[src/logic/csfm_pkg.sv]
package csfm_pkg;

	// ----------------------------------------------------------------
	// register map (byte addresses, one 32-bit word each)
	// ----------------------------------------------------------------
	localparam int ADDR_W = 4;
	localparam logic [ADDR_W-1:0] OFS_OSC_CTRL = 4'h0;
	localparam logic [ADDR_W-1:0] OFS_PLL_MULT = 4'h4;
	localparam logic [ADDR_W-1:0] OFS_RC_TRIM = 4'h8;
	localparam logic [ADDR_W-1:0] OFS_UNLOCK = 4'hC;

	// ----------------------------------------------------------------
	// oscillator control fields
	// ----------------------------------------------------------------
	localparam int POS_ACTIVE = 12;
	localparam int POS_REQ = 8;
	localparam int POS_LOCK = 5;
	localparam int POS_FAIL = 3;
	localparam int POS_SEC_EN = 1;
	localparam int POS_SWREQ = 0;

	// ----------------------------------------------------------------
	// reset values and widths
	// ----------------------------------------------------------------
	localparam int PLL_W = 9;
	localparam int TRIM_W = 6;
	localparam logic [PLL_W-1:0] RST_PLL_MULT = 9'h030;
	localparam logic [TRIM_W-1:0] RST_RC_TRIM = 6'h00;
	// unlock keys: values are arbitrary
	localparam logic [15:0] UNLOCK_KEY1 = 16'h5A5A;
	localparam logic [15:0] UNLOCK_KEY2 = 16'hA5A5;
	localparam int NEW_CLK_CYCLES = 10;
	localparam logic [1:0] RESP_OKAY = 2'h0;
	localparam logic [1:0] RESP_SLVERR = 2'h2;

	// ----------------------------------------------------------------
	// clock sources
	// ----------------------------------------------------------------
	typedef enum logic [2:0] {
		SRC_FRC = 3'h0,
		SRC_FRC_PLL = 3'h1,
		SRC_PRI = 3'h2,
		SRC_PRI_PLL = 3'h3,
		SRC_SEC = 3'h4,
		SRC_SLOW = 3'h5,
		SRC_FRC_DIV16 = 3'h6,
		SRC_FRC_DIVN = 3'h7
	} csfm_src_e;

	typedef enum logic [2:0] {
		ST_IDLE = 3'h0,
		ST_CHECK = 3'h1,
		ST_WAIT = 3'h3,
		ST_COUNT = 3'h2,
		ST_SWAP = 3'h6
	} csfm_state_e;

	function automatic logic uses_frc(input logic [2:0] s);
		uses_frc = (s == SRC_FRC) || (s == SRC_FRC_PLL) ||
			(s == SRC_FRC_DIV16) || (s == SRC_FRC_DIVN);
	endfunction : uses_frc

	function automatic logic uses_pri(input logic [2:0] s);
		uses_pri = (s == SRC_PRI) || (s == SRC_PRI_PLL);
	endfunction : uses_pri

	function automatic logic uses_pll(input logic [2:0] s);
		uses_pll = (s == SRC_FRC_PLL) || (s == SRC_PRI_PLL);
	endfunction : uses_pll

endpackage : csfm_pkg

[src/logic/csfm_cnt_if.sv]
`timescale 1ns/1ps
interface csfm_cnt_if;
	logic start;
	logic done;
	logic new_low;
	modport master (output start, input done, input new_low);
	modport counter (input start, output done, output new_low);
endinterface : csfm_cnt_if

[src/logic/csfm_new_clk_counter.sv]
`timescale 1ns/1ps
module csfm_new_clk_counter #(
	parameter int CYCLES = csfm_pkg::NEW_CLK_CYCLES
) (
	// system
	input wire logic i_mclk,
	input wire logic i_reset,
	// new source clock, sampled as a level
	input wire logic i_new_clk,
	// sequencer side
	csfm_cnt_if.counter cnt
);
	import csfm_pkg::*;

	localparam int CW = $clog2(CYCLES + 1);
	localparam logic [CW-1:0] LAST = CW'(CYCLES);

	logic sync1_reg;
	logic sync2_reg;
	logic prev_reg;
	logic [CW-1:0] count_reg;
	logic [CW-1:0] count_next;
	logic busy_reg;
	logic done_reg;
	wire rise = sync2_reg & ~prev_reg;

	// ----------------------------------------------------------------
	// resync; only the second stage feeds logic
	// ----------------------------------------------------------------
	always_ff @(posedge i_mclk or posedge i_reset) begin
		if (i_reset) begin
			sync1_reg <= 1'b0;
			sync2_reg <= 1'b0;
			prev_reg <= 1'b0;
		end else begin
			sync1_reg <= i_new_clk;
			sync2_reg <= sync1_reg;
			prev_reg <= sync2_reg;
		end
	end

	// ----------------------------------------------------------------
	// count rising edges of the new clock
	// ----------------------------------------------------------------
	assign count_next = cnt.start ? '0 :
		(busy_reg && rise) ? count_reg + CW'(1) : count_reg;

	always_ff @(posedge i_mclk or posedge i_reset) begin
		if (i_reset) begin
			count_reg <= '0;
			busy_reg <= 1'b0;
			done_reg <= 1'b0;
		end else begin
			count_reg <= count_next;
			busy_reg <= cnt.start | (busy_reg & (count_next != LAST));
			done_reg <= busy_reg & (count_next == LAST);
		end
	end

	assign cnt.done = done_reg;
	assign cnt.new_low = ~sync2_reg;

endmodule : csfm_new_clk_counter

[src/logic/csfm_clock_switch.sv]
// Design decisions made here: the address map and register access over AXI4-Lite.
`timescale 1ns/1ps
// Behaviour
// - pll factor field is 9 bits, factor = value + 2, resets to 50
// - 6-bit two's-complement rc trim, 0.375 percent steps, zero nominal
// - switching and fail monitor off unless switching disable strap is 0
// - with switching off, active source follows initial-source strap only
// - with switching off, switch request does nothing and reads zero
// - request equal to active source clears request and aborts
// - starting a valid switch clears lock status and fail flag
// - start new oscillator, wait crystal timer or pll lock as needed
// - count 10 new-clock cycles before the switchover
// - switchover clears request and copies requested source to active
// - old oscillator stops; slow rc and secondary exempt when kept
// - sequencing never stalls the processor
// - primary submode is fixed by strap, never switched at runtime
// - with fail monitor on, slow rc runs always except in sleep
// - on failure raise trap and move system clock to fast rc
// - failure while on pll falls back to fast rc with pll
// - source fields use the 3-bit source encoding
// - fail flag reads one after a failure, software clears it
// - lock bit is one only when pll enabled and locked
module csfm_clock_switch (
	// system
	input wire logic i_mclk,
	input wire logic i_reset,
	// axi4-lite slave
	input wire logic i_awvalid,
	output logic o_awready,
	input wire logic [csfm_pkg::ADDR_W-1:0] i_awaddr,
	input wire logic i_wvalid,
	output logic o_wready,
	input wire logic [31:0] i_wdata,
	input wire logic [3:0] i_wstrb,
	output logic o_bvalid,
	input wire logic i_bready,
	output logic [1:0] o_bresp,
	input wire logic i_arvalid,
	output logic o_arready,
	input wire logic [csfm_pkg::ADDR_W-1:0] i_araddr,
	output logic o_rvalid,
	input wire logic i_rready,
	output logic [31:0] o_rdata,
	output logic [1:0] o_rresp,
	// configuration straps
	input wire logic i_switching_disable_cfg,
	input wire logic [2:0] i_initial_source_cfg,
	input wire logic [1:0] i_primary_submode_cfg,
	// oscillator status
	input wire logic i_crystal_startup_done,
	input wire logic i_pll_locked,
	input wire logic i_osc_fail,
	input wire logic i_new_clk,
	input wire logic i_cur_clk,
	input wire logic i_watchdog_enable,
	input wire logic i_sleep,
	// oscillator control
	output logic [2:0] o_sys_clk_sel,
	output logic [1:0] o_primary_submode,
	output logic o_fast_rc_en,
	output logic o_primary_en,
	output logic o_pll_en,
	output logic o_secondary_en,
	output logic o_slow_rc_en,
	output logic [csfm_pkg::PLL_W-1:0] o_pll_feedback_factor,
	output logic [csfm_pkg::TRIM_W-1:0] o_rc_trim_code,
	output logic o_clock_fail_trap
);
	import csfm_pkg::*;

	// ----------------------------------------------------------------
	// pin resync, two stages each
	// ----------------------------------------------------------------
	localparam int NS = 9;
	logic [NS-1:0] s1_reg;
	logic [NS-1:0] s2_reg;
	wire [NS-1:0] pins = {i_switching_disable_cfg, i_initial_source_cfg,
		i_crystal_startup_done, i_pll_locked, i_osc_fail, i_cur_clk,
		i_sleep};

	always_ff @(posedge i_mclk or posedge i_reset) begin
		if (i_reset) begin
			s1_reg <= '0;
			s2_reg <= '0;
		end else begin
			s1_reg <= pins;
			s2_reg <= s1_reg;
		end
	end

	wire sw_dis_s = s2_reg[8];
	wire [2:0] init_src_s = s2_reg[7:5];
	wire ost_s = s2_reg[4];
	wire lock_s = s2_reg[3];
	wire fail_s = s2_reg[2];
	wire cur_low = ~s2_reg[1];
	wire sleep_s = s2_reg[0];

	// ----------------------------------------------------------------
	// state
	// ----------------------------------------------------------------
	csfm_state_e state_reg;
	csfm_state_e state_next;
	logic started_reg;
	logic [1:0] settle_reg;
	logic sw_enabled_reg;
	logic [2:0] active_reg;
	logic [2:0] req_reg;
	logic [2:0] sel_reg;
	logic swreq_reg;
	logic fail_flag_reg;
	logic lock_reg;
	logic sec_en_reg;
	logic fail_prev_reg;
	logic trap_reg;
	logic [PLL_W-1:0] pll_reg;
	logic [TRIM_W-1:0] trim_reg;
	logic [1:0] unlock_reg;
	csfm_cnt_if cnt ();

	// the switching disable strap is caught once, when the resync stages hold real pin values;
	// earlier the second stage still shows its reset zero
	always_ff @(posedge i_mclk or posedge i_reset) begin
		if (i_reset) begin
			settle_reg <= 2'h0;
			started_reg <= 1'b0;
			sw_enabled_reg <= 1'b0;
		end else if (!started_reg) begin
			settle_reg <= settle_reg + 2'h1;
			if (settle_reg == 2'h2) begin
				started_reg <= 1'b1;
				sw_enabled_reg <= ~sw_dis_s;
			end
		end
	end

	// ----------------------------------------------------------------
	// axi4-lite write path
	// ----------------------------------------------------------------
	logic aw_held_reg;
	logic w_held_reg;
	logic [ADDR_W-1:0] awaddr_reg;
	logic [31:0] wdata_reg;
	logic [3:0] wstrb_reg;
	logic bvalid_reg;
	logic [1:0] bresp_reg;

	assign o_awready = ~aw_held_reg;
	assign o_wready = ~w_held_reg;
	wire do_write = aw_held_reg & w_held_reg & ~bvalid_reg;
	// misaligned addresses stay unmapped and answer with an error
	wire [ADDR_W-1:0] wa = awaddr_reg;
	wire wr_ctrl = do_write && wa == OFS_OSC_CTRL;
	wire wr_pll = do_write && wa == OFS_PLL_MULT;
	wire wr_trim = do_write && wa == OFS_RC_TRIM;
	wire wr_key = do_write && wa == OFS_UNLOCK;
	wire wr_ok = wr_ctrl | wr_pll | wr_trim | wr_key;
	wire unlocked = unlock_reg == 2'h2;
	wire wr_hi = wr_ctrl & unlocked & wstrb_reg[1];
	wire wr_lo = wr_ctrl & unlocked & wstrb_reg[0];

	always_ff @(posedge i_mclk or posedge i_reset) begin
		if (i_reset) begin
			aw_held_reg <= 1'b0;
			w_held_reg <= 1'b0;
			awaddr_reg <= '0;
			wdata_reg <= '0;
			wstrb_reg <= '0;
			bvalid_reg <= 1'b0;
			bresp_reg <= RESP_OKAY;
		end else begin
			if (i_awvalid && !aw_held_reg) begin
				aw_held_reg <= 1'b1;
				awaddr_reg <= i_awaddr;
			end else if (do_write) begin
				aw_held_reg <= 1'b0;
			end
			if (i_wvalid && !w_held_reg) begin
				w_held_reg <= 1'b1;
				wdata_reg <= i_wdata;
				wstrb_reg <= i_wstrb;
			end else if (do_write) begin
				w_held_reg <= 1'b0;
			end
			if (do_write) begin
				bvalid_reg <= 1'b1;
				bresp_reg <= wr_ok ? RESP_OKAY : RESP_SLVERR;
			end else if (i_bready) begin
				bvalid_reg <= 1'b0;
			end
		end
	end

	assign o_bvalid = bvalid_reg;
	assign o_bresp = bresp_reg;

	// ----------------------------------------------------------------
	// unlock: key1 then key2, good for the very next write only
	// ----------------------------------------------------------------
	wire [15:0] key = wdata_reg[15:0];

	always_ff @(posedge i_mclk or posedge i_reset) begin
		if (i_reset) begin
			unlock_reg <= 2'h0;
		end else if (do_write) begin
			if (wr_key && key == UNLOCK_KEY1) begin
				unlock_reg <= 2'h1;
			end else if (wr_key && key == UNLOCK_KEY2 && unlock_reg == 2'h1) begin
				unlock_reg <= 2'h2;
			end else begin
				unlock_reg <= 2'h0;
			end
		end
	end

	always_ff @(posedge i_mclk or posedge i_reset) begin
		if (i_reset) begin
			pll_reg <= RST_PLL_MULT;
			trim_reg <= RST_RC_TRIM;
		end else begin
			if (wr_pll && wstrb_reg[0]) begin
				pll_reg[7:0] <= wdata_reg[7:0];
			end
			if (wr_pll && wstrb_reg[1]) begin
				pll_reg[8] <= wdata_reg[8];
			end
			if (wr_trim && wstrb_reg[0]) begin
				trim_reg <= wdata_reg[TRIM_W-1:0];
			end
		end
	end

	// ----------------------------------------------------------------
	// switch sequencer; runs beside the cpu, never holds the bus
	// ----------------------------------------------------------------
	wire fail_evt = sw_enabled_reg & fail_s & ~fail_prev_reg;
	wire same_src = req_reg == active_reg;
	wire ready = (!uses_pri(req_reg) || ost_s) &&
		(!uses_pll(req_reg) || lock_s);
	wire valid_start = state_reg == ST_CHECK && !same_src;
	wire swap_now = state_reg == ST_SWAP && cnt.new_low && cur_low;
	wire [2:0] fallback = uses_pll(active_reg) ? SRC_FRC_PLL : SRC_FRC;
	wire busy = state_reg != ST_IDLE;

	always_comb begin
		state_next = state_reg;
		unique case (state_reg)
			ST_IDLE: if (swreq_reg) state_next = ST_CHECK;
			ST_CHECK: state_next = same_src ? ST_IDLE : ST_WAIT;
			ST_WAIT: if (ready) state_next = ST_COUNT;
			ST_COUNT: if (cnt.done) state_next = ST_SWAP;
			ST_SWAP: if (swap_now) state_next = ST_IDLE;
			default: state_next = ST_IDLE;
		endcase
		if (fail_evt) begin
			state_next = ST_IDLE;
		end
	end

	assign cnt.start = state_reg == ST_WAIT && ready;

	csfm_new_clk_counter #(
		.CYCLES(NEW_CLK_CYCLES)
	) u_counter (
		.i_mclk(i_mclk),
		.i_reset(i_reset),
		.i_new_clk(i_new_clk),
		.cnt(cnt)
	);

	always_ff @(posedge i_mclk or posedge i_reset) begin
		if (i_reset) begin
			state_reg <= ST_IDLE;
		end else begin
			state_reg <= state_next;
		end
	end

	// ----------------------------------------------------------------
	// oscillator control fields
	// ----------------------------------------------------------------
	wire swreq_clr = (state_reg == ST_CHECK && same_src) || swap_now ||
		fail_evt;

	always_ff @(posedge i_mclk or posedge i_reset) begin
		if (i_reset) begin
			active_reg <= SRC_FRC;
			req_reg <= SRC_FRC;
			sel_reg <= SRC_FRC;
			swreq_reg <= 1'b0;
			sec_en_reg <= 1'b0;
			fail_flag_reg <= 1'b0;
			fail_prev_reg <= 1'b0;
			trap_reg <= 1'b0;
			lock_reg <= 1'b0;
		end else begin
			fail_prev_reg <= fail_s;
			trap_reg <= fail_evt;
			lock_reg <= valid_start ? 1'b0 : (o_pll_en & lock_s);
			if (!started_reg || !sw_enabled_reg) begin
				active_reg <= init_src_s;
				sel_reg <= init_src_s;
				if (!started_reg) begin
					req_reg <= init_src_s;
				end
			end else if (fail_evt) begin
				active_reg <= fallback;
				sel_reg <= fallback;
			end else if (swap_now) begin
				active_reg <= req_reg;
				sel_reg <= req_reg;
			end
			if (wr_hi && !busy) begin
				req_reg <= wdata_reg[POS_REQ+:3];
			end
			if (swreq_clr || !sw_enabled_reg) begin
				swreq_reg <= 1'b0;
			end else if (wr_lo && wdata_reg[POS_SWREQ]) begin
				swreq_reg <= 1'b1;
			end
			if (wr_lo) begin
				sec_en_reg <= wdata_reg[POS_SEC_EN];
			end
			// a failure in the clearing cycle keeps the flag set
			if (fail_evt) begin
				fail_flag_reg <= 1'b1;
			end else if (valid_start || (wr_lo && !wdata_reg[POS_FAIL])) begin
				fail_flag_reg <= 1'b0;
			end
		end
	end

	// ----------------------------------------------------------------
	// oscillator enables; old source drops once busy falls
	// ----------------------------------------------------------------
	wire [2:0] tgt = busy ? req_reg : active_reg;
	assign o_fast_rc_en = uses_frc(active_reg) | uses_frc(tgt);
	assign o_primary_en = uses_pri(active_reg) | uses_pri(tgt);
	assign o_pll_en = uses_pll(active_reg) | uses_pll(tgt);
	assign o_secondary_en = active_reg == SRC_SEC || tgt == SRC_SEC ||
		sec_en_reg;
	assign o_slow_rc_en = active_reg == SRC_SLOW || tgt == SRC_SLOW ||
		i_watchdog_enable || (sw_enabled_reg && !sleep_s);
	assign o_sys_clk_sel = sel_reg;
	assign o_primary_submode = i_primary_submode_cfg;
	assign o_pll_feedback_factor = pll_reg;
	assign o_rc_trim_code = trim_reg;
	assign o_clock_fail_trap = trap_reg;

	// ----------------------------------------------------------------
	// axi4-lite read path
	// ----------------------------------------------------------------
	logic rvalid_reg;
	logic [31:0] rdata_reg;
	logic [1:0] rresp_reg;
	wire [ADDR_W-1:0] ra = i_araddr;
	wire [31:0] ctrl_word = {17'h0, active_reg, 1'b0, req_reg, 2'h0,
		lock_reg, 1'b0, fail_flag_reg, 1'b0, sec_en_reg, swreq_reg};
	wire rd_hit = ra == OFS_OSC_CTRL || ra == OFS_PLL_MULT ||
		ra == OFS_RC_TRIM || ra == OFS_UNLOCK;
	wire [31:0] rd_mux = (ra == OFS_OSC_CTRL) ? ctrl_word :
		(ra == OFS_PLL_MULT) ? {23'h0, pll_reg} :
		(ra == OFS_RC_TRIM) ? {26'h0, trim_reg} : 32'h0;

	assign o_arready = ~rvalid_reg;

	always_ff @(posedge i_mclk or posedge i_reset) begin
		if (i_reset) begin
			rvalid_reg <= 1'b0;
			rdata_reg <= 32'h0;
			rresp_reg <= RESP_OKAY;
		end else if (i_arvalid && !rvalid_reg) begin
			rvalid_reg <= 1'b1;
			rdata_reg <= rd_mux;
			rresp_reg <= rd_hit ? RESP_OKAY : RESP_SLVERR;
		end else if (i_rready) begin
			rvalid_reg <= 1'b0;
		end
	end

	assign o_rvalid = rvalid_reg;
	assign o_rdata = rdata_reg;
	assign o_rresp = rresp_reg;

endmodule : csfm_clock_switch

[config.mk]
export PLATFORM = sky130hd
export DESIGN_NAME = csfm_clock_switch
export DESIGN_NICKNAME = d
export VERILOG_FILES = /design/src/logic/csfm_pkg.sv /design/src/logic/csfm_cnt_if.sv /design/src/logic/csfm_new_clk_counter.sv /design/src/logic/csfm_clock_switch.sv
export SDC_FILE = /design/constraint.sdc
export NUM_CORES = 1
export LEC_CHECK = 0
export BUFFER_PORTS_ARGS = -buffer_cell sky130_fd_sc_hd__buf_2
export CELL_PAD_IN_SITES_DETAIL_PLACEMENT = 1
export CELL_PAD_IN_SITES_GLOBAL_PLACEMENT = 2
export CORE_ASPECT_RATIO = 2
export CORE_MARGIN = 8
export CORE_UTILIZATION = 33
export CTS_CLUSTER_SIZE = 14
export DETAILED_ROUTE_END_ITERATION = 10
export PLACE_DENSITY_LB_ADDON = 0.1
export RECOVER_POWER = 100
export SETUP_SLACK_MARGIN = 0.1
export SKIP_LAST_GASP = 1
export SLEW_MARGIN = 15
export SYNTH_ARGS = -nofsm -noshare
export SYNTH_HDL_FRONTEND = slang
export SYNTH_SLANG_ARGS = --single-unit
[constraint.sdc]
create_clock -name i_mclk -period 3.4 [get_ports i_mclk]
set_clock_uncertainty 0.15 [all_clocks]
set_input_delay 0.17 -clock i_mclk [delete_from_list [all_inputs] [get_ports i_mclk]]
set_output_delay 0.17 -clock i_mclk [all_outputs]
set_load 0.01 [all_outputs]
## Word level (Yosys, flattened, before mapping)

Index checks and enable logic that the tools add are counted.

- Multiplexer cells: 38
- Equality and inequality tests: 40
- Bitwise gates (word level): 28
- $add $sub $neg: 2
- Reduce and logical (&&, ||, !) cells: 79

Operator list:

| cell | number |
|---|---|
| two-way mux 3 bit | 12 |
| == test 3 bit, second input constant | 9 |
| logical OR 1 bit | 27 |
| == test 3 x 2 -> 1 bit, second input constant | 8 |
| logical AND 1 bit | 24 |
| == test 4 bit, second input constant | 5 |
| == test 16 x 15 -> 1 bit, second input constant | 1 |
| == test 16 bit, second input constant | 1 |
| two-way mux 1 bit | 15 |
| two-way mux 15 bit | 1 |
| case mux 3 bit (5 select lines) | 1 |
| nonzero test 2 bit | 7 |
| == test 3 x 1 -> 1 bit, second input constant | 4 |
| bitwise AND 1 bit | 11 |
| zero test 1 bit | 11 |
| two-way mux 2 bit | 5 |
| inverter 1 bit | 10 |
| zero test 3 bit | 3 |
| two-way mux 9 bit | 1 |
| != test 3 bit, second input constant | 3 |
| == test 4 x 3 -> 1 bit, second input constant | 2 |
| zero test 4 bit | 2 |
| two-way mux 4 bit | 2 |
| bitwise OR 1 bit | 7 |
| other kinds (12) | 15 |

- Output and inout port bits: 67
- Flip-flop bits (word level): 125
- Input port bits: 64

## Longest topological paths before layout

Gate-level depths: netlist (run 1).

- Depth after elaboration: 10
- Gate-level depth with buffers: 5

## Cells and area by module

From an unflattened synthesis (run 1), not the netlist that was laid out.

- Cell total of the unflattened synthesis: 365
- Area total of the unflattened synthesis: 4,586.9 um^2

By module, submodules not included:

| module | instances | seq. area each (um^2) | cells an instance | area an instance (um^2) |
|---|---|---|---|---|
| csfm_clock_switch | 1 | 2,404.8 | 334 | 4,200.3 |
| csfm_new_clk_counter | 1 | 225.2 | 31 | 386.6 |

## Worst setup path before layout (run 1)

No wires, ideal clock.

- Kind: flip-flop to flip-flop
- Start: register bvalid_reg, in the netlist o_bvalid
- End: register pll_reg[0], in the netlist o_pll_feedback_factor[0]
- Path buffers: 0
- Period minus slack after synthesis: 1,585 ps
- Cell stages (with the launch flop): 5
- Arrival: 1,310 ps
- Required time: 3,125 ps
- Setup time: 125 ps
- Slack: 1,815 ps
- Cell sequence: dfrtp_1 nand3b_4 nor3_4 nand3_4 mux2_4

- Longest elaborated chain between the ends: 4

RTL lines:

| element | line | source |
|---|---|---|
| from (decl) | csfm_clock_switch.sv:145 | `logic bvalid_reg;` |
| from (signal assigned) | csfm_clock_switch.sv:169 | `bvalid_reg <= 1'b0;` |
| from (signal assigned) | csfm_clock_switch.sv:186 | `bvalid_reg <= 1'b1;` |
| from (signal assigned) | csfm_clock_switch.sv:189 | `bvalid_reg <= 1'b0;` |
| inverter 1 bit | csfm_clock_switch.sv:150 | `wire do_write = aw_held_reg & w_held_reg & ~bvalid_reg;` |
| bitwise AND 1 bit | csfm_clock_switch.sv:150 |  |
| logical AND 1 bit | csfm_clock_switch.sv:154 | `wire wr_pll = do_write && wa == OFS_PLL_MULT;` |
| logical AND 1 bit | csfm_clock_switch.sv:221 | `if (wr_pll && wstrb_reg[0]) begin` |
| to (signal assigned) | csfm_clock_switch.sv:222 | `pll_reg[7:0] <= wdata_reg[7:0];` |
| to (decl) | csfm_clock_switch.sv:116 | `logic [PLL_W-1:0] pll_reg;` |

No other way between the ends.
A chain may end at the register's enable or synchronous reset.

## Worst setup path after layout (run 1)

- Start: register bvalid_reg, in the netlist o_bvalid
- End: register pll_reg[1], in the netlist o_pll_feedback_factor[1]

Same word-level chain as after synthesis.

==> impl_metrics.json, run 1 <==
{
  "fp.dieH_um": 184.0,
  "clkTransAtPathRegs_ns": 0.07,
  "hold_start": "i_araddr[0]",
  "crit_chain": "nand3b_1 > nor3_1 > nand3_1 > mux2_1",
  "vdd_ir_drop_max_v": 0.0002982,
  "path_delay_family": "simple AND/OR/NAND/NOR gates",
  "r2r_slack_ns": 1.06,
  "place_congestion": 0.7550,
  "diodes": 0,
  "rows": 61,
  "r2r-start": "o_bvalid",
  "crit_cells": 4,
  "holdPathEnd": "o_rdata[8]",
  "cts_inserted_buffers": 9,
  "yosysTopAreaCellShare": 0.5538,
  "hold_depth": 3,
  "htreeDepth": 3,
  "synth-seq-cells": 105,
  "maxCapViolations": 0,
  "layout_min_cycle_time_ns": 2.342,
  "hpwl_um": 9293,
  "crit_type": "register to register",
  "avgSynthCellArea_sq_um": 12.25,
  "drtIter0Drc": 65,
  "synth.most_common_cell": "dfrtp_1",
  "yosys.area.top_type": "dfrtp_1",
  "grt_max_degree": 56,
  "antenna_found_initial": 0,
  "post_drt_via_cell_ratio": 4.646,
  "synth.lib_cells_used.distinct": 59,
  "cts_tree": "done",
  "dr.pass1.iters": 3,
  "critPathRequiredTime_ns": 3.47,
  "yosysWarnings": 0,
  "root_buffer": "clkbuf_16",
  "largest_reg_flops": 16,
  "netlist_top_cells_area": "dfrtp_1, mux2_2, buf_4",
  "ys_seq_area_frac": 0.5651,
  "worstReg2RegEnd": "o_pll_feedback_factor[1]",
  "area_growth_pct": 22.72,
  "port_buffers": 88,
  "dieArea_sq_mm": 0.01839,
  "cts.sinks": 105,
  "fin_nets": 569,
  "route.detailed.drc": 0,
  "arrival_ns": 2.41,
  "hold_path.class": "input pin to register",
  "hold-worst-slack_ns": 0.02355,
  "clock_latency_ns": 0.35,
  "design.core.area_sq_mm": 0.01381,
  "initial_utilization": 0.3369,
  "cellPowerDensity_mw_per_mm2": 617.1,
  "synth_commonest_cells": "dfrtp_1, nand2_1, buf_4, nor2_1, mux2_2",
  "synth.cell_area_sq_mm": 0.004654,
  "netlist_instances": 380,
  "final_max_slew_viol_count": 0,
  "synth_enable_flop_cells": 0,
  "track_usage": 0.1382,
  "postCtsSetupBuffers": 0,
  "grt_overflow": 0,
  "wl_per_cell_um": 17.59,
  "multi_input_area_sq_mm": 0.001704,
  "hold_viol": 0,
  "max_freq_mhz": 427.0,
  "end_kind": "register",
  "fin_crit_sh": 0.6889,
  "drive_above_1_share": 0.1752,
  "rsz0062_at_grt": "false",
  "die_width_um": 99.98,
  "cpMaxStageDelayCell": "nand3_1",
  "crit_fanout": 8,
  "ff_latch_area_sq_mm": 0.002630,
  "critPathMaxStageDelay_ns": 0.50,
  "final_antenna_net_count": 0,
  "cts.path.max_buffers": 2,
  "grt_pass1_wl_um": 19860,
  "yosys_most_used_dff": "dfrtp_1",
  "critPathBufInv": 0,
  "power.leakage_nw": 2.602,
  "vias": 3238,
  "first_global_vias": 3783,
  "crit_path_start_kind": "register",
  "maxSlewHeadroom": 0.2793,
  "power_mw": 3.525,
  "timing.setup.tns_ns": 0,
  "synth_async_sr_flop_share": 1.000,
  "finalSetupViolCount": 0,
  "tightest_slew_ns": 1.081,
  "status": "finished, final reports clean",
  "fillers": 1543,
  "reg2regPathDepth": 4,
  "routed_wl_um": 12260,
  "io-pin-count": 131
}
-- area by class of cell --
| type | instances | share of cell area |
|---|---|---|
| inverter | 13 | 0.008981 |
| clock inverter | 6 | 0.01249 |
| sequential | 105 | 0.4605 |
| multi-input combinational | 247 | 0.2984 |
| timing repair buffer | 127 | 0.1365 |
| clock buffer | 10 | 0.04184 |
| tap | 189 | 0.04140 |
-- metrics by stage --
stage | instance area [sq um] | util | cells | worst slack [ns]
final | 5712 | 0.4135 | 697 | 1.058
after global routing | 5712 | 0.4135 | 697 | 0.8144
after CTS | 5884 | 0.4260 | 697 | 1.340
after detailed placement | 5204 | 0.3767 | 644 | 1.554
after global placement | 5204 | 0.3767 | 644 | 1.629
after floorplan | 4726 | - | 399 | 0.3228
-- worst min-delay path: cells and delay by family --
kind            cells  cell delay [ns]
buf+inv             1             0.07
compound gates      1             0.08
simple gates        1             0.15
-- metal layers --
metal	up-vias	GRT usage	routed length [um]
li1	1535	-	-
met1	1614	0.1436	4688
met2	74	0.2593	6850
met3	15	0.02693	463
met4	0	0.05793	258
met5	-	0	0
-- cell families (layout without fill, tap and decap cells) --
group,after synthesis,count (layout),synth area share
DFF,105,105,0.5651
xor gates and xnor gates,10,10,0.01882
muxes,49,49,0.1215
and+or+nand+nor,111,111,0.1470
adders and majority gates,2,2,0.005375
other,1,20,0.0008057
buffers and inverters,47,156,0.05968
AOI/OAI and AO/OA,55,55,0.08172
-- how the worst max path moves through the flow --
stage / start / end / slack, ns
final: o_bvalid / o_pll_feedback_factor[1] / 1.06
after CTS: state_reg[2] / o_pll_en / 1.34
after detailed placement: o_rvalid / o_rdata[12] / 1.55
after floorplan: i_reset / aw_held_reg / 0.32
after global placement: o_rvalid / o_rdata[2] / 1.63
after global routing: o_bvalid / o_pll_feedback_factor[3] / 0.81
-- placed cells by master, fill, tap and decap left out, types with 14 or more instances in the layout --
| master | n |
|---|---|
| mux2_1 | 14 |
| conb_1 | 20 |
| buf_2 | 44 |
| mux2_2 | 21 |
| o21ai_0 | 19 |
| clkbuf_1 | 45 |
| nand2_1 | 28 |
| nor2_1 | 23 |
| dlygate4sd3_1 | 37 |
| dfrtp_1 | 103 |
-- power by group --
group / total (mW) / internal [mW] / switching [mW]
Clock: 1.09 / 0.601 / 0.489
Sequential: 1.76 / 1.49 / 0.269
Combinational: 0.674 / 0.337 / 0.337
Total: 3.52 / 2.43 / 1.09
-- repair_timing --
action	4_1_cts	5_1_grt
hold endpoints to repair	86	0
hold buffers	37	0
gates resized for setup	0	0
Power figures use the tool's default switching activity.
==> run 2, diff against run 1 <==
CORE_UTILIZATION = 30   (was 33)
clock period = 2.1 ns   (was 3.4 ns; I/O delays follow)
==> run 2 against run 1 <==
  * Cell count grew 2.4%
  * Clock power grew 70%
  * Hold slack gained 0.017 ns
  * Sequential share of layout area shrank 1.3 points
  * Combinational power grew 75%
  * Sequential cell count is the same
  * Sequential power grew 62%
  * Die area grew 8.7%
  * Non-clock buffer count grew 8
  * Clock-buffer cell count grew 1
  * Largest cell class unchanged
==> impl_metrics.json, run 2 (synthesis results as in run 1) <==
{
  "cts.path.max_buffers": 2,
  "hold_viol": 0,
  "io-pin-count": 131,
  "final_max_slew_viol_count": 0,
  "fin_nets": 577,
  "drtIter0Drc": 63,
  "fillers": 1710,
  "timing.setup.tns_ns": 0,
  "routed_wl_um": 12640,
  "post_drt_via_cell_ratio": 4.566,
  "hold_path.class": "input pin to register",
  "worstReg2RegEnd": "fail_flag_reg",
  "status": "finished, final reports clean",
  "antenna_found_initial": 0,
  "dp.cells": 657,
  "reg2regPathDepth": 4,
  "tightest_slew_ns": 1.190,
  "rsz0062_at_grt": "false",
  "holdPathEnd": "o_rdata[7]",
  "seqPwrFrac": 0.485,
  "die_width_um": 104.1,
  "design.core.area_sq_mm": 0.01521,
  "first_global_vias": 3828,
  "dr.pass1.iters": 4,
  "layout_min_cycle_time_ns": 1.930,
  "port_buffers": 88,
  "crit_fanout": 6,
  "grt_max_degree": 43,
  "grt_overflow": 0,
  "hpwl_um": 9693,
  "initial_utilization": 0.3059,
  "r2r_slack_ns": 0.17,
  "final_cell_mix": "dfrtp_1, buf_2, clkbuf_1, dlygate4sd3_1, nand2_1",
  "max_freq_mhz": 518.1,
  "fin_util": 0.3866,
  "finalSetupViolCount": 0,
  "route.detailed.drc": 0,
  "htreeDepth": 3,
  "clock_latency_ns": 0.35,
  "cts.sinks": 105,
  "hold_start": "i_arvalid",
  "rows": 64,
  "power.leakage_nw": 2.670,
  "hold-worst-slack_ns": 0.04026,
  "grt_pass1_wl_um": 20560,
  "cts_inserted_buffers": 9,
  "clock_power_share": 0.315,
  "cts_tree": "done",
  "arrival_ns": 2.02,
  "p_comb_frac": 0.200,
  "p_sw_frac": 0.3064,
  "final_antenna_net_count": 0,
  "p_switching_mw": 1.802,
  "maxSlewHeadroom": 0.2026,
  "place_congestion": 0.7882,
  "crit_path_start_kind": "register",
  "postCtsSetupBuffers": 0,
  "track_usage": 0.1316,
  "intPower_mw": 4.079,
  "final_common_cell": "dfrtp_1",
  "clkTransAtPathRegs_ns": 0.07,
  "wl_per_cell_um": 17.70,
  "root_buffer": "clkbuf_16",
  "fin_crit_sh": 0.9192,
  "fp.dieH_um": 192.2,
  "stdcell_count": 714,
  "diodes": 0,
  "largest_reg_flops": 16,
  "end_kind": "register",
  "vdd_ir_drop_max_v": 0.0004229,
  "dieArea_sq_mm": 0.02000,
  "drive_above_1_share": 0.1880,
  "cellPowerDensity_mw_per_mm2": 999.9,
  "r2r-start": "awaddr_reg[2]",
  "hold_depth": 4,
  "area_growth_pct": 26.37,
  "critPathRequiredTime_ns": 2.19,
  "vias": 3260,
  "crit_type": "register to register",
  "maxCapViolations": 0
}
-- run 2: stage by stage --
step / area [sq um] / total power [mW] / worst slack (ns)
after floorplan: 4730 / 3.658 / 0.5153
after global placement: 5259 / 4.142 / 0.3570
after detailed placement: 5259 / 4.191 / 0.3532
after CTS: 6003 / 6.138 / 0.1797
after global routing: 5882 / 6.235 / 0.08360
final: 5882 / 5.881 / 0.1697
-- run 2: worst max-delay path by stage --
stage	start	endpoint	slack [ns]	depth (start not counted)
2_1_floorplan	o_bvalid	o_pll_feedback_factor[0]	0.52	4
3_3_place_gp	aw_held_reg	fail_flag_reg	0.36	4
3_5_place_dp	aw_held_reg	fail_flag_reg	0.35	4
4_1_cts	state_reg[2]	o_pll_en	0.18	4
5_1_grt	o_rvalid	o_rdata[9]	0.08	4
6_report	awaddr_reg[2]	fail_flag_reg	0.17	4
-- run 2: per-layer routing --
metal,vias up,share of wire,global-route usage
met5,-,0,0
met4,0,0.022,0.05945
met3,11,0.024,0.02386
met2,67,0.57,0.2489
met1,1631,0.39,0.1376
li1,1551,-,-
-- run 2: area by class of cell --
type / instances / area (sq um) / share of cell area
well taps: 198 / 247.7 / 0.04212
multi-input cells: 247 / 1764 / 0.2999
flip-flops and latches: 105 / 2630 / 0.4471
repair buffers: 135 / 862.1 / 0.1466
clock inverters: 5 / 85.08 / 0.01447
clock buffers: 11 / 242.7 / 0.04127
inverters: 13 / 50.05 / 0.008509
-- run 2: worst max-delay path: stages, from the launching register on --
cell and delay [ns]:
dfrtp_1 0.48, nor3_1 0.55, nand4_4 0.19, or2_1 0.24, a31o_1 0.21
-- run 2: power groups by stage --
stage	registers [mW]	logic, mW	clock network [mW]
final	2.85	1.18	1.85
after global routing	2.94	1.31	1.99
after CTS	2.91	1.31	1.92
after detailed placement	2.95	1.24	0
after global placement	2.93	1.21	0
after floorplan	2.82	0.838	0
-- run 2: timing repair --
| item | CTS | global route |
|---|---|---|
| setup endpoints to repair | 2 | 2 |
| hold buffers | 41 | 0 |
| resized for setup | 1 | 0 |
| pin swaps | 0 | 1 |
| endpoints found under the hold margin | 62 | 0 |
